`config.mk`:
```
export PLATFORM = sky130hd
export DESIGN_NAME = hcmd_addr_gen
export DESIGN_NICKNAME = d
export VERILOG_FILES = /design/src/rtl/hcmd_add.v /design/src/rtl/hcmd_mode_dec.v /design/src/rtl/hcmd_addr_gen.v
export VERILOG_INCLUDE_DIRS = /design/src /design/src/common
export SDC_FILE = /design/constraint.sdc
export NUM_CORES = 1
export LEC_CHECK = 0
export ABC_AREA = 1
export BUFFER_PORTS_ARGS = -buffer_cell sky130_fd_sc_hd__clkbuf_2
export CORE_ASPECT_RATIO = 1.1
export CORE_UTILIZATION = 30
export CTS_BUF_LIST = sky130_fd_sc_hd__clkbuf_2
export DETAILED_ROUTE_END_ITERATION = 12
export MAX_ROUTING_LAYER = met4
export PLACE_DENSITY = 0.55
export SYNTH_ARGS = -nofsm -noshare
export SYNTH_HDL_FRONTEND = slang
export SYNTH_SLANG_ARGS = --single-unit
```
`constraint.sdc`:
```
create_clock -name sys_clk -period 12.2 [get_ports sys_clk]
set_input_delay 1.22 -clock sys_clk [delete_from_list [all_inputs] [get_ports sys_clk]]
set_output_delay 1.22 -clock sys_clk [all_outputs]
set_load 0.005 [all_outputs]
```
`src/common/hcmd_map.vh`:
```
// constants for the operand address generator
`ifndef HCMD_MAP_VH
`define HCMD_MAP_VH

// ****************************************
// prefix bytes
// ****************************************
`define HCMD_PFX_Y 8'h90
`define HCMD_PFX_IY 8'h91
`define HCMD_PFX_I 8'h92
// latched prefix kind
`define HCMD_PK_NONE 2'h0
`define HCMD_PK_Y 2'h1
`define HCMD_PK_I 2'h2
`define HCMD_PK_IY 2'h3

// ****************************************
// addressing mode codes
// ****************************************
`define HCMD_M_INH 5'h00
`define HCMD_M_IMM 5'h01
`define HCMD_M_DIR_S 5'h02
`define HCMD_M_DIR_L 5'h03
`define HCMD_M_IDX_0 5'h04
`define HCMD_M_IDX_S 5'h05
`define HCMD_M_IDX_L 5'h06
`define HCMD_M_IND_S 5'h07
`define HCMD_M_IND_L 5'h08
`define HCMD_M_IIX_S 5'h09
`define HCMD_M_IIX_L 5'h0A
`define HCMD_M_REL_D 5'h0B
`define HCMD_M_REL_I 5'h0C
`define HCMD_M_BIT_D 5'h0D
`define HCMD_M_BIT_I 5'h0E
`define HCMD_M_BTR_D 5'h0F
`define HCMD_M_BTR_I 5'h10

// ****************************************
// opcode layout: column in [7:4], class in [3:2]
// ****************************************
`define HCMD_COL_HI 7
`define HCMD_COL_LO 4
`define HCMD_CLS_HI 3
`define HCMD_CLS_LO 2
`define HCMD_C_INH 4'h0
`define HCMD_C_IMM 4'h1
`define HCMD_C_DIR_S 4'h2
`define HCMD_C_DIR_L 4'h3
`define HCMD_C_IDX_0 4'h4
`define HCMD_C_IDX_S 4'h5
`define HCMD_C_IDX_L 4'h6
`define HCMD_C_REL 4'h7
`define HCMD_C_BIT 4'h8
`define HCMD_C_BTR 4'h9
`define HCMD_K_ALU 2'h0
`define HCMD_K_RMW 2'h1
`define HCMD_K_JMP 2'h2

`endif

```
`src/rtl/hcmd_add.v`:
```
// unsigned or sign-extended offset adder
`timescale 1ns/1ps
module hcmd_add #(
    parameter AW = 16,
    parameter OW = 8
) (
    a,
    off,
    sgn,
    sum
);
    input wire [AW-1:0] a;
    input wire [OW-1:0] off;
    input wire sgn;
    output wire [AW-1:0] sum;

    wire ext;
    assign ext = sgn & off[OW-1];
    // zero extension gives the unsigned index sum, sign extension the branch
    assign sum = a + {{(AW-OW){ext}}, off};
endmodule

```
`src/rtl/hcmd_mode_dec.v`:
```
// prefix and opcode to addressing mode decoder
`timescale 1ns/1ps
`include "hcmd_map.vh"
module hcmd_mode_dec (
    pfx,
    opc,
    mode,
    nopnd,
    nmem,
    illegal
);
    input wire [1:0] pfx;
    input wire [7:0] opc;
    output reg [4:0] mode;
    output reg [1:0] nopnd;
    output reg [1:0] nmem;
    output reg illegal;

    wire [3:0] col;
    wire [1:0] cls;
    wire pi;
    wire py;
    wire pn;
    wire short_only;
    assign col = opc[`HCMD_COL_HI:`HCMD_COL_LO];
    assign cls = opc[`HCMD_CLS_HI:`HCMD_CLS_LO];
    assign pi = (pfx == `HCMD_PK_I);
    assign py = (pfx == `HCMD_PK_Y);
    assign pn = (pfx == `HCMD_PK_NONE);
    assign short_only = (cls == `HCMD_K_RMW) || (cls == `HCMD_K_JMP);

    always @* begin
        mode = `HCMD_M_INH;
        nopnd = 2'h0;
        nmem = 2'h0;
        illegal = 1'b0;
        case (col)
            `HCMD_C_INH: begin
                illegal = !(pn || py);
            end
            `HCMD_C_IMM: begin
                mode = `HCMD_M_IMM;
                nopnd = 2'h1;
                illegal = !(pn || py);
            end
            `HCMD_C_DIR_S: begin
                mode = pi ? `HCMD_M_IND_S : `HCMD_M_DIR_S;
                nopnd = 2'h1;
                nmem = pi ? 2'h1 : 2'h0;
                illegal = (pfx == `HCMD_PK_IY);
            end
            `HCMD_C_DIR_L: begin
                mode = pi ? `HCMD_M_IND_L : `HCMD_M_DIR_L;
                nopnd = pi ? 2'h1 : 2'h2;
                nmem = pi ? 2'h2 : 2'h0;
                illegal = (pfx == `HCMD_PK_IY) || short_only;
            end
            `HCMD_C_IDX_0: begin
                mode = `HCMD_M_IDX_0;
                illegal = !(pn || py);
            end
            `HCMD_C_IDX_S: begin
                mode = (pn || py) ? `HCMD_M_IDX_S : `HCMD_M_IIX_S;
                nopnd = 2'h1;
                nmem = (pn || py) ? 2'h0 : 2'h1;
            end
            `HCMD_C_IDX_L: begin
                mode = (pn || py) ? `HCMD_M_IDX_L : `HCMD_M_IIX_L;
                nopnd = (pn || py) ? 2'h2 : 2'h1;
                nmem = (pn || py) ? 2'h0 : 2'h2;
                illegal = short_only;
            end
            `HCMD_C_REL: begin
                mode = pi ? `HCMD_M_REL_I : `HCMD_M_REL_D;
                nopnd = 2'h1;
                nmem = pi ? 2'h1 : 2'h0;
                illegal = !(pn || pi);
            end
            `HCMD_C_BIT: begin
                mode = pi ? `HCMD_M_BIT_I : `HCMD_M_BIT_D;
                nopnd = 2'h1;
                nmem = pi ? 2'h1 : 2'h0;
                illegal = !(pn || pi);
            end
            `HCMD_C_BTR: begin
                mode = pi ? `HCMD_M_BTR_I : `HCMD_M_BTR_D;
                nopnd = 2'h2;
                nmem = pi ? 2'h1 : 2'h0;
                illegal = !(pn || pi);
            end
            default: begin
                illegal = 1'b1;
            end
        endcase
        if (illegal) begin
            nopnd = 2'h0;
            nmem = 2'h0;
        end
    end
endmodule

```
`src/rtl/hcmd_addr_gen.v`:
```
// operand address generator: byte collection, pointer reads, address forming
`timescale 1ns/1ps
`include "hcmd_map.vh"
module hcmd_addr_gen (
    sys_clk,
    rst_n,
    fb_valid,
    fb_byte,
    fb_pc,
    fb_ready,
    x_idx,
    y_idx,
    mem_req,
    mem_addr,
    mem_rdata,
    mem_rvalid,
    dec_busy,
    dec_done,
    dec_illegal,
    dec_mode,
    dec_len,
    dec_opcode,
    dec_use_y,
    dec_imm,
    dec_ea,
    dec_target
);
    input wire sys_clk;
    input wire rst_n;
    input wire fb_valid;
    input wire [7:0] fb_byte;
    input wire [15:0] fb_pc;
    output wire fb_ready;
    input wire [7:0] x_idx;
    input wire [7:0] y_idx;
    output wire mem_req;
    output wire [15:0] mem_addr;
    input wire [7:0] mem_rdata;
    input wire mem_rvalid;
    output wire dec_busy;
    output wire dec_done;
    output wire dec_illegal;
    output wire [4:0] dec_mode;
    output wire [2:0] dec_len;
    output wire [7:0] dec_opcode;
    output wire dec_use_y;
    output wire [7:0] dec_imm;
    output wire [15:0] dec_ea;
    output wire [15:0] dec_target;

    // ****************************************
    // states
    // ****************************************
    localparam S_IDLE = 3'h0;
    localparam S_OPC = 3'h1;
    localparam S_OPND = 3'h2;
    localparam S_MEM = 3'h3;
    localparam S_CALC = 3'h4;

    reg [2:0] state_r;
    reg [2:0] state_nxt;
    reg [1:0] pfx_r;
    reg dbl_r;
    reg [7:0] opc_r;
    reg [15:0] pc_r;
    reg [7:0] b0_r;
    reg [7:0] b1_r;
    reg [1:0] cnt_r;
    reg [7:0] p0_r;
    reg [7:0] p1_r;
    reg [1:0] mcnt_r;
    reg [15:0] maddr_r;
    reg done_r;
    reg ill_r;
    reg [4:0] mode_r;
    reg [2:0] len_r;
    reg [7:0] opo_r;
    reg usey_r;
    reg [7:0] imm_r;
    reg [15:0] ea_r;
    reg [15:0] tgt_r;

    // ****************************************
    // mode decoding
    // ****************************************
    wire [4:0] mode;
    wire [1:0] nopnd;
    wire [1:0] nmem;
    wire illegal;

    hcmd_mode_dec u_dec (
        .pfx(pfx_r),
        .opc(opc_r),
        .mode(mode),
        .nopnd(nopnd),
        .nmem(nmem),
        .illegal(illegal)
    );

    wire bad;
    assign bad = illegal | dbl_r;

    // prefix kind of an incoming byte
    reg [1:0] pk;
    always @* begin
        case (fb_byte)
            `HCMD_PFX_Y: pk = `HCMD_PK_Y;
            `HCMD_PFX_I: pk = `HCMD_PK_I;
            `HCMD_PFX_IY: pk = `HCMD_PK_IY;
            default: pk = `HCMD_PK_NONE;
        endcase
    end

    wire is_pfx;
    assign is_pfx = (pk != `HCMD_PK_NONE);

    // ****************************************
    // handshakes
    // ****************************************
    wire opnd_need;
    // a second prefix makes the instruction illegal, so no operand byte is taken
    assign opnd_need = (state_r == S_OPND) && !dbl_r && (cnt_r != nopnd);
    assign fb_ready = (state_r == S_IDLE) || (state_r == S_OPC) || opnd_need;
    wire take;
    assign take = fb_valid & fb_ready;
    assign mem_req = (state_r == S_MEM);
    assign mem_addr = maddr_r;
    assign dec_busy = (state_r != S_IDLE);

    // ****************************************
    // state sequencing
    // ****************************************
    always @* begin
        state_nxt = state_r;
        case (state_r)
            S_IDLE: begin
                if (take) begin
                    state_nxt = is_pfx ? S_OPC : S_OPND;
                end
            end
            S_OPC: begin
                if (take) begin
                    state_nxt = S_OPND;
                end
            end
            S_OPND: begin
                if (!opnd_need) begin
                    state_nxt = (nmem != 2'h0 && !bad) ? S_MEM : S_CALC;
                end
            end
            S_MEM: begin
                if (mem_rvalid && (mcnt_r + 2'h1 == nmem)) begin
                    state_nxt = S_CALC;
                end
            end
            S_CALC: begin
                state_nxt = S_IDLE;
            end
            default: begin
                state_nxt = S_IDLE;
            end
        endcase
    end

    // ****************************************
    // byte collection and pointer reads
    // ****************************************
    always @(posedge sys_clk) begin
        if (!rst_n) begin
            state_r <= S_IDLE;
            pfx_r <= `HCMD_PK_NONE;
            dbl_r <= 1'b0;
            opc_r <= 8'h00;
            pc_r <= 16'h0000;
            b0_r <= 8'h00;
            b1_r <= 8'h00;
            cnt_r <= 2'h0;
            p0_r <= 8'h00;
            p1_r <= 8'h00;
            mcnt_r <= 2'h0;
            maddr_r <= 16'h0000;
        end else begin
            state_r <= state_nxt;
            if (state_r == S_IDLE && take) begin
                pc_r <= fb_pc;
                cnt_r <= 2'h0;
                dbl_r <= 1'b0;
                pfx_r <= pk;
                opc_r <= fb_byte;
            end
            if (state_r == S_OPC && take) begin
                dbl_r <= is_pfx;
                opc_r <= fb_byte;
            end
            if (opnd_need && fb_valid) begin
                if (cnt_r == 2'h0) begin
                    b0_r <= fb_byte;
                end else begin
                    b1_r <= fb_byte;
                end
                cnt_r <= cnt_r + 2'h1;
            end
            if (state_r == S_OPND && state_nxt == S_MEM) begin
                // pointer address sits in page zero
                maddr_r <= {8'h00, b0_r};
                mcnt_r <= 2'h0;
            end
            if (state_r == S_MEM && mem_rvalid) begin
                if (mcnt_r == 2'h0) begin
                    p0_r <= mem_rdata;
                end else begin
                    p1_r <= mem_rdata;
                end
                mcnt_r <= mcnt_r + 2'h1;
                // the low byte of a word pointer wraps inside page zero
                maddr_r <= {8'h00, maddr_r[7:0] + 8'h01};
            end
        end
    end

    // ****************************************
    // address forming
    // ****************************************
    wire [15:0] ptr;
    assign ptr = (nmem == 2'h2) ? {p0_r, p1_r} : {8'h00, p0_r};

    wire use_y;
    assign use_y = (pfx_r == `HCMD_PK_Y) || (pfx_r == `HCMD_PK_IY);

    reg [15:0] base;
    reg [7:0] idx;
    reg [7:0] roff;
    always @* begin
        base = 16'h0000;
        idx = 8'h00;
        roff = 8'h00;
        case (mode)
            `HCMD_M_DIR_S, `HCMD_M_BIT_D: base = {8'h00, b0_r};
            `HCMD_M_DIR_L: base = {b0_r, b1_r};
            `HCMD_M_IDX_0: idx = use_y ? y_idx : x_idx;
            `HCMD_M_IDX_S: begin
                base = {8'h00, b0_r};
                idx = use_y ? y_idx : x_idx;
            end
            `HCMD_M_IDX_L: begin
                base = {b0_r, b1_r};
                idx = use_y ? y_idx : x_idx;
            end
            `HCMD_M_IND_S, `HCMD_M_IND_L, `HCMD_M_BIT_I: base = ptr;
            `HCMD_M_IIX_S, `HCMD_M_IIX_L: begin
                base = ptr;
                idx = use_y ? y_idx : x_idx;
            end
            `HCMD_M_REL_D: roff = b0_r;
            `HCMD_M_REL_I: roff = p0_r;
            `HCMD_M_BTR_D: begin
                base = {8'h00, b0_r};
                roff = b1_r;
            end
            `HCMD_M_BTR_I: begin
                base = ptr;
                roff = b1_r;
            end
            default: base = 16'h0000;
        endcase
    end

    wire [15:0] ea_sum;
    hcmd_add #(
        .AW(16),
        .OW(8)
    ) u_ea_add (
        .a(base),
        .off(idx),
        .sgn(1'b0),
        .sum(ea_sum)
    );

    wire [2:0] len;
    assign len = {2'h0, pfx_r != `HCMD_PK_NONE} + 3'h1 + {1'b0, nopnd};

    wire [15:0] pc_next;
    assign pc_next = pc_r + {13'h0000, len};

    wire [15:0] tgt_sum;
    hcmd_add #(
        .AW(16),
        .OW(8)
    ) u_rel_add (
        .a(pc_next),
        .off(roff),
        .sgn(1'b1),
        .sum(tgt_sum)
    );

    wire rel_mode;
    assign rel_mode = (mode == `HCMD_M_REL_D) || (mode == `HCMD_M_REL_I) ||
        (mode == `HCMD_M_BTR_D) || (mode == `HCMD_M_BTR_I);

    // ****************************************
    // result registers
    // ****************************************
    always @(posedge sys_clk) begin
        if (!rst_n) begin
            done_r <= 1'b0;
            ill_r <= 1'b0;
            mode_r <= `HCMD_M_INH;
            len_r <= 3'h0;
            opo_r <= 8'h00;
            usey_r <= 1'b0;
            imm_r <= 8'h00;
            ea_r <= 16'h0000;
            tgt_r <= 16'h0000;
        end else begin
            done_r <= (state_r == S_CALC);
            if (state_r == S_CALC) begin
                ill_r <= bad;
                mode_r <= mode;
                len_r <= len;
                opo_r <= opc_r;
                usey_r <= use_y;
                imm_r <= (mode == `HCMD_M_IMM && !bad) ? b0_r : 8'h00;
                ea_r <= (bad || rel_mode && mode != `HCMD_M_BTR_D &&
                    mode != `HCMD_M_BTR_I) ? 16'h0000 : ea_sum;
                tgt_r <= (rel_mode && !bad) ? tgt_sum : pc_next;
            end
        end
    end

    assign dec_done = done_r;
    assign dec_illegal = ill_r;
    assign dec_mode = mode_r;
    assign dec_len = len_r;
    assign dec_opcode = opo_r;
    assign dec_use_y = usey_r;
    assign dec_imm = imm_r;
    assign dec_ea = ea_r;
    assign dec_target = tgt_r;
endmodule

```
## After elaboration in Yosys (flattened, before gate mapping)

Index checks and enable logic that the tools add are counted.

| storage, ports and cells | value |
|---|---|
| logic and storage cells | 174 |
| register bits | 133 |
| bits of input ports | 52 |

| operators by class | value |
|---|---|
| muxes and demuxes | 45 |
| bitwise gates (word level) | 4 |
| eq/ne operators | 43 |
| $add $sub $neg | 8 |
| reductions and logical operators | 53 |

Operator list:

| kind | number |
|---|---|
| two-way mux 8 bit | 7 |
| two-way mux 16 bit | 3 |
| case mux 16 bit (3 select lines) | 1 |
| case mux 5 bit (9 select lines) | 1 |
| == test 5 x 4 -> 1 bit (second input constant) | 8 |
| == test 8 bit (second input constant) | 3 |
| two-way mux 2 bit | 12 |
| case mux 8 bit (3 select lines) | 1 |
| two-way mux 3 bit | 7 |
| == test 5 x 3 -> 1 bit (second input constant) | 4 |
| adder 16 bit | 1 |
| adder 16 x 3 -> 16 bit | 1 |
| adder 16 x 8 -> 16 bit | 1 |
| == test 4 x 3 -> 1 bit (second input constant) | 4 |
| case mux 2 bit (4 select lines) | 2 |
| logical AND 1 bit | 13 |
| two-way mux 4 bit | 3 |
| case mux 3 bit (4 select lines) | 1 |
| nonzero test 2 bit | 6 |
| logical OR 1 bit | 11 |
| == test 5 x 2 -> 1 bit (second input constant) | 2 |
| OR reduction 5 bit | 2 |
| == test 3 x 2 -> 1 bit (second input constant) | 3 |
| adder 8 x 1 -> 8 bit (second input constant) | 1 |
| 33 further kinds | 55 |

## Depth between registers and ports, before layout

Gate-level depths: netlist (run 1).

| depth | value |
|---|---|
| depth in word-level cells | 15 |
| gate-level depth with buffers | 33 |
| mapped depth without buffers | 32 |

## Hierarchy

Synthesis (run 1) repeated with hierarchy kept, for this count alone.

| unflattened totals | value |
|---|---|
| cell total of the unflattened synthesis | 1422 |
| area total of the unflattened synthesis | 9205.1 µm² |

Modules (own cells, without submodules):

| module | cells an instance | times used | area an instance (µm²) |
|---|---|---|---|
| hcmd_addr_gen | 989 | 1 | 6706.4 |
| hcmd_add | 178 | 2 | 1073.5 |
| hcmd_mode_dec | 77 | 1 | 351.6 |

## Worst setup path after synthesis (run 1)

Ideal clock, no wire load.

| path | value |
|---|---|
| path type | reg2reg |
| from | reg opc_r[5] |
| to | reg tgt_r[15], in the netlist dec_target[15] |
| period minus slack after synthesis | 4.349 ns |
| slack | 7.851 ns |
| required time | 12.085 ns |
| data arrival time | 4.234 ns |
| library setup time | 0.115 ns |
| cell stages (with the launch flop) | 34 |
| path buffers | 1 |
| cell sequence | dfxtp_1 -> buf_2 -> nand2_2 -> inv_2 -> nand2_4 -> nand2_2 -> nand2_1 -> nand2_1 -> nor2_4 -> nand2_1 -> ha_1 -> inv_1 -> ha_1 -> inv_1 -> fa_1 -> o21ai_0 -> nand2_1 -> nor3_1 -> nand2_1 -> nor3_1 -> xor2_1 -> inv_1 -> ha_1 -> nand2_1 -> nand2_1 -> nand3_1 -> nand2_1 -> a21oi_1 -> nand2_1 -> nand2_1 -> nand3_1 -> xor2_1 -> o21ai_0 -> inv_1 |

| on the way | value |
|---|---|
| word-level cells in the longest chain between the ends | 8 |
| elaborated cells on any way between the ends | 33 |
| classes of those cells | add/sub: 3; eq/ne: 13; mux: 6; bitwise: 1; reduce/logical: 10 |

Ends and longest elaborated chain:

| element | RTL line | RTL |
|---|---|---|
| from (decl) | hcmd_addr_gen.v:64 | `reg [7:0] opc_r;` |
| from (signal assigned) | hcmd_addr_gen.v:189 | `opc_r <= fb_byte;` |
| from (signal assigned) | hcmd_addr_gen.v:193 | `opc_r <= fb_byte;` |
| == test 4 x 1 -> 1 bit, or another cell as far along | hcmd_mode_dec.v:37 | `case (col)` |
| OR reduction 5 bit (no line) / OR reduction 3 bit (equally long branches) | - |  |
| case mux 2 bit (4 select lines) / case mux 1 bit (6 select lines) (equally long branches) | hcmd_mode_dec.v:37 |  |
| two-way mux 2 bit (*) | hcmd_mode_dec.v:95 | `if (illegal) begin` |
| adder 2 x 2 -> 3 bit (*) | hcmd_addr_gen.v:280 | `` assign len = {2'h0, pfx_r != `HCMD_PK_NONE} + 3'h1 + {1'b0, nopnd}; `` |
| net len[0] | hcmd_addr_gen.v:279 | `wire [2:0] len;` |
| adder 16 x 3 -> 16 bit (*) | hcmd_addr_gen.v:283 | `assign pc_next = pc_r + {13'h0000, len};` |
| adder 16 bit | hcmd_add.v:20 | `assign sum = a + {{(AW-OW){ext}}, off};` |
| two-way mux 16 bit (*) | hcmd_addr_gen.v:325 | `tgt_r <= (rel_mode && !bad) ? tgt_sum : pc_next;` |
| to (signal assigned) | hcmd_addr_gen.v:325 |  |
| to (decl) | hcmd_addr_gen.v:81 | `reg [15:0] tgt_r;` |

The timed path passes the listed nets; every way through them passes the cells marked *.
A chain may end at the register's enable or synchronous reset.

## Worst setup path after layout (run 1)

| path | value |
|---|---|
| from | reg pfx_r[0] |
| to | reg tgt_r[15], in the netlist dec_target[15] |

| on the way | value |
|---|---|
| elaborated cells on any way between the ends | 40 |
| classes of those cells | add/sub: 4; eq/ne: 7; mux: 15; bitwise: 1; reduce/logical: 13 |

RTL lines:

| element | RTL line | RTL |
|---|---|---|
| from (decl) | hcmd_addr_gen.v:62 | `reg [1:0] pfx_r;` |
| from (signal assigned) | hcmd_addr_gen.v:171 | `` pfx_r <= `HCMD_PK_NONE; `` |
| from (signal assigned) | hcmd_addr_gen.v:188 | `pfx_r <= pk;` |
| == test 2 x 1 -> 1 bit (no line), or another cell as far along | - |  |
| logical OR 1 bit, on equally long branches | - |  |
| two-way mux 2 bit, or another cell as far along | hcmd_mode_dec.v:69 | `nopnd = (pn \|\| py) ? 2'h2 : 2'h1;` |
| case mux 2 bit (4 select lines) / case mux 1 bit (6 select lines) (equally long branches) | hcmd_mode_dec.v:37 |  |
| two-way mux 2 bit | hcmd_mode_dec.v:95 |  |
| adder 2 x 2 -> 3 bit (*) | hcmd_addr_gen.v:280 |  |
| net len[1] | hcmd_addr_gen.v:279 |  |
| adder 16 x 3 -> 16 bit (*) | hcmd_addr_gen.v:283 |  |
| adder 16 bit | hcmd_add.v:20 |  |
| two-way mux 16 bit (*) | hcmd_addr_gen.v:325 |  |

Marks and branches as above.

==> results_dict.tcl, run 1 <==
set metrics [dict create \
    status "complete, no violations" \
    fp-row-count 61 \
    grt_usage 0.2088 \
    arrival_ps 5870 \
    post_cts_buffers 0 \
    p_leak_nw 4.224 \
    period_share 0.4310 \
    core_area_um2 25570 \
    grt_pass1_wl_mm 41.50 \
    die_h_um 172.2 \
    avgRoutedWirePerCell_um 16.12 \
    syn_area_per_cell_um2 6.683 \
    cts_buffers 17 \
    vias 7947 \
    pwr-share-seq 0.499 \
    ys_seq_area_frac 0.3371 \
    drc_errors 0 \
    overflow 0 \
    slowest_stage "dfxtp_1" \
    min_period_ps 5258 \
    worstSkewPairLatency_ps 740 \
    grt_pass1_vias 7604 \
    drt_first_pass_iters 5 \
    area_delta_synth_final_pct 13.78 \
    crit_type "reg -> reg" \
    relSlewSlack 0.2770 \
    final_antenna_net_count 0 \
    synth-edff-count 0 \
    ys_async_sr_fraction 0 \
    hold_violations 0 \
    synth_ff_type "dfxtp_1" \
    max_cap_violations 0 \
    die_w_um 156.7 \
    grt_max_degree 89 \
    synth-seq-cells 133 \
    cp-start-kind "register" \
    first_iter_violations 573 \
    dp_cells 1610 \
    htree_levels 4 \
    syn_area_um2 7899 \
    tightest_slew_ps 1081 \
    start_util 0.3089 \
    gp_congestion 0.9325 \
    routed_wl_mm 26.48 \
    cts_tree "done" \
    clock_power_share 0.311 \
    power_frac_comb 0.190 \
    cp-end-kind "register" \
    ys_types 53 \
    slew_violations 0 \
    finalSetupViolations 0 \
    clock_path_buffers 2 \
    ctsHoldBuffers 0 \
    antenna_found_initial 2 \
    die-area_um2 26980 \
    clk_pin_slew_ps 210 \
    swShare 0.3371 \
    final.setup.tns_ps 0 \
    required_ps 12810 \
    fin_cells 1643 \
    cts-root-buf "clkbuf_2" \
    yosysWarnings 0 \
    worst_clock_skew_ps 45.67 \
    p_sw_mw 0.3160 \
    critPathMaxFanout 13 \
    cpPeakStageDelay_ps 540 \
    dp_hpwl_mm 20.00 \
    max_freq_mhz 190.2 \
    postSynthCellCount 1182 \
    io_pins 130 \
    port_buffers 121 \
    cellPowerDensity_nw_per_um2 104.3 \
    drt-vias-per-instance 4.837 \
    numClockSinks 133 \
    cts_resized 0 \
    nets 1369 \
    hp-class "reg -> reg" \
    rsz0062_at_grt "no" \
    peakVddDrop_uv 42.76 \
    cpMostUsedCell "nand2_1" \
    drive_gt1_frac 0.1551 \
    internal-power_mw 0.6214 \
]
[kinds of logic (layout without fill, tap and decap cells)]
logic type / count (synthesis) / count (layout) / synth area share
and+or+nand+nor: 491 / 491 / 0.2691
buffers and inverters: 201 / 308 / 0.1049
adders and majority gates: 34 / 34 / 0.05671
muxes: 2 / 2 / 0.002535
AOI/OAI and AO/OA: 299 / 299 / 0.2059
DFF: 133 / 133 / 0.3371
xor gates and xnor gates: 21 / 21 / 0.02328
other: 1 / 9 / 0.0004748
[metrics by stage]
step | total power, mW | hold slack (ps) | cell area (um^2) | utilization | worst slack [ps]
final | 0.9374 | 475.4 | 8987 | 0.3515 | 6942
after global placement | 0.6547 | 440.9 | 8737 | 0.3417 | 7125
after detailed placement | 0.6551 | 448.9 | 8737 | 0.3417 | 7027
after floorplan | 0.5932 | 426.2 | 7925 | - | 7851
after CTS | 0.9518 | 472.8 | 8985 | 0.3514 | 6938
after global routing | 0.9927 | 489.4 | 8987 | 0.3515 | 6324
[cells in the mapped netlist (3+ instances only)]
cell / n / area [um^2]
a211oi_1: 3 / 22.52
a21oi_1: 132 / 660.6
buf_1: 3 / 11.26
buf_2: 5 / 25.02
buf_4: 12 / 90.09
buf_6: 3 / 33.78
clkbuf_1: 27 / 101.4
clkinv_1: 4 / 15.01
dfxtp_1: 133 / 2663
fa_1: 3 / 60.06
ha_1: 31 / 387.9
inv_1: 131 / 491.7
inv_2: 16 / 60.06
nand2_1: 231 / 867.1
nand2_2: 6 / 37.54
nand3_1: 78 / 390.4
nand4_1: 12 / 75.07
nor2_1: 133 / 499.2
nor2_4: 6 / 67.56
nor3_1: 9 / 45.04
o211ai_1: 13 / 97.59
o21ai_0: 118 / 590.6
o21ai_1: 5 / 25.02
o21bai_1: 4 / 30.03
o311ai_1: 4 / 35.03
or2_2: 4 / 25.02
xnor2_1: 4 / 35.03
xor2_1: 17 / 148.9
[final cells by class]
cell class / count / area, um^2
fillers: 2799 / 16580
multi-input cells: 855 / 4439
flip-flops and latches: 133 / 2663
repair buffers: 125 / 635.6
inverters: 151 / 566.8
well taps: 346 / 432.9
clock inverters: 15 / 162.7
clock buffers: 17 / 85.08
diodes: 1 / 2.502
[worst max-delay path, delay by kind of cell, from the launching register on]
kind / cells / cell delay [ps]
flops: 1 / 540
simple gates: 16 / 2100
buf+inv: 6 / 540
fa+ha+maj: 3 / 1070
compound gates: 3 / 590
xor+xnor: 2 / 320
[layout by cell type (no fill, tap or decap), drive strengths merged, types with 4 or more instances in the layout]
cell type	n
nand2	238
inv	148
nor2	140
clkbuf	138
a21oi	135
dfxtp	133
o21ai	124
nand3	81
ha	31
xor2	17
o211ai	13
nand4	13
clkinv	12
nor3	11
conb	8
xnor2	4
o311ai	4
or2	4
o21bai	4
buf	4
[path summary, 6_finish.rpt]
check            start        endpoint  slack [ps]  cells after the start
min          mcnt_r[0]       mcnt_r[0]         480                      1
max reg2reg   pfx_r[0]  dec_target[15]        6940                     30
min reg2reg  mcnt_r[0]       mcnt_r[0]         480                      1
max           pfx_r[0]  dec_target[15]        6940                     30
[power groups by stage]
stage	Sequential [mW]	Clock (mW)	Combinational (mW)
finish	0.467	0.292	0.178
global route	0.470	0.321	0.201
CTS	0.467	0.304	0.180
detailed placement	0.476	0	0.179
global placement	0.476	0	0.179
floorplan	0.471	0	0.123
[layer usage]
metal	wire (um)	up-vias	track usage
met5	0	-	-
met4	782	0	0.08312
met3	941	40	0.02957
met2	12960	213	0.3604
met1	11800	3609	0.2435
li1	-	4085	-
No activity file was read; power rests on OpenSTA's default activity.
==> inputs of run 2 (changes only) <==
==> constraint.sdc (replaced) <==
create_clock -name sys_clk -period 4.9 [get_ports sys_clk]
set_input_delay 0.49 -clock sys_clk [delete_from_list [all_inputs] [get_ports sys_clk]]
set_output_delay 0.49 -clock sys_clk [all_outputs]
set_load 0.005 [all_outputs]
==> results_dict.tcl, run 2 (synthesis results as in run 1) <==
set metrics [dict create \
    status "complete, no violations" \
    numClockSinks 133 \
    max_cap_violations 0 \
    critPathMaxFanout 6 \
    hold_violations 0 \
    cp-end-kind "register" \
    final_antenna_net_count 0 \
    cpMostUsedCell "nand2_1" \
    relSlewSlack 0.2754 \
    tightest_slew_ps 1083 \
    clock_path_buffers 2 \
    grt_max_degree 89 \
    fp-row-count 61 \
    worstRegToRegCells 29 \
    routed_wl_mm 26.35 \
    start_util 0.3089 \
    core_area_um2 25570 \
    min_period_ps 4506 \
    cp-start-kind "register" \
    drt-vias-per-instance 4.786 \
    fill_cells 2857 \
    arrival_ps 5150 \
    htree_levels 4 \
    gp_congestion 0.9127 \
    grt_pass1_vias 7587 \
    cts_buffers 17 \
    overflow 0 \
    port_buffers 121 \
    max_freq_mhz 221.9 \
    p_leak_nw 4.432 \
    finalSetupViolations 0 \
    final_common_cell "nand2_1" \
    hp-class "in -> reg" \
    holdCritStartpoint "fb_byte[2]" \
    slowest_stage "dfxtp_2" \
    postLayoutCoreUtil 0.3687 \
    area_delta_synth_final_pct 19.34 \
    required_ps 5540 \
    grt_pass1_wl_mm 40.46 \
    worstSkewPairLatency_ps 750 \
    cp-startpoint "opc_r[6]" \
    vias 8065 \
    drc_errors 0 \
    dp_cells 1628 \
    placed_area_um2 8872 \
    grt_usage 0.2036 \
    die-area_um2 26980 \
    final.setup.tns_ps 0 \
    timing.rr.start "opc_r[6]" \
    cellPowerDensity_nw_per_um2 253.2 \
    fin_area_um2 9427 \
    antenna_found_initial 1 \
    worst_clock_skew_ps 47.93 \
    dp_hpwl_mm 19.96 \
    die_w_um 156.7 \
    die_h_um 172.2 \
    period_share 0.9196 \
    clk_pin_slew_ps 210 \
    timing.hold.ws_ps 73.33 \
    io_pins 130 \
    cts-root-buf "clkbuf_2" \
    drt_first_pass_iters 4 \
    drive_gt1_frac 0.1773 \
    fin_cells 1685 \
    cts_tree "done" \
    peakVddDrop_uv 133.1 \
    slew_violations 0 \
    nets 1411 \
    crit_type "reg -> reg" \
    layout.cells.most_common_list "nand2_1 (231), clkbuf_2 (140), inv_1 (131)" \
    avgRoutedWirePerCell_um 15.64 \
    first_iter_violations 442 \
    cpPeakStageDelay_ps 430 \
    min_path_cells 3 \
]
## run 2: changes by cell type in the layout (fill, tap and decap cells not counted), moves of 2 or more
cell           before  now
dlygate4sd3_1       0   22
buf_4               4   24
nor2_1            133  128
nor2_2              1    6
dfxtp_1           133  129
clkinv_2            5    2
clkinv_4            1    4
dfxtp_4             0    3
a21oi_1           132  130
a21oi_2             2    4
clkbuf_2          138  140
clkinv_1            6    4
nor3_1              9    7
## run 2: layout make-up
type | count | area, um^2 | share of cell area
Multi-Input combinational cell | 855 | 4487 | 0.4760
Sequential cell | 133 | 2675 | 0.2838
Timing Repair Buffer | 167 | 1006 | 0.1067
Inverter | 151 | 570.5 | 0.06053
Tap cell | 346 | 432.9 | 0.04593
Clock inverter | 12 | 155.1 | 0.01646
Clock buffer | 19 | 95.09 | 0.01009
Antenna cell | 2 | 5.005 | 0.0005309
## run 2: worst max-delay path: cells and delay by family, from the launching register on
kind / cells / cell delay (ps)
simple gates: 16 / 1780
xor+xnor: 1 / 300
flops: 1 / 430
compound gates: 4 / 540
buf+inv: 4 / 290
fa+ha+maj: 4 / 1070
## run 2: layer usage
metal	track usage	vias to the layer above	wire [um]
met3	0.03283	29	997
met5	-	-	0
met2	0.3637	182	13120
met1	0.2341	3687	11790
li1	-	4167	-
met4	0.05669	0	429
## run 2: worst paths after layout
check | slack (ps) | endpoint
max | 390 | dec_target[14]
min | 70 | b1_r[2]
max reg2reg | 390 | dec_target[14]
min reg2reg | 470 | mcnt_r[0]
## run 2: per-stage QoR
| stage | power (mW) | setup WS (ps) |
|---|---|---|
| 3_5_place_dp | 1.651 | 19.15 |
| 2_1_floorplan | 1.477 | 550.9 |
| 4_1_cts | 2.408 | 17.94 |
| 5_1_grt | 2.514 | -16.68 |
| 6_report | 2.386 | 394.0 |
| 3_3_place_gp | 1.648 | 107.5 |
## run 2: repair_timing
action / in CTS / in global routing
gates resized for setup: 1 / 20
endpoints found under the hold margin: 30 / 0
pin swaps: 0 / 2
setup endpoints to repair: 1 / 6
setup buffers: 0 / 2
hold buffers: 22 / 0
## run 2: power by group
part	internal, mW	total (mW)	switching [mW]	leakage (nW)
registers	1.13	1.16	0.0364	1.08
clock network	0.288	0.741	0.453	0.152
logic	0.169	0.482	0.313	3.20
total	1.58	2.39	0.802	4.43
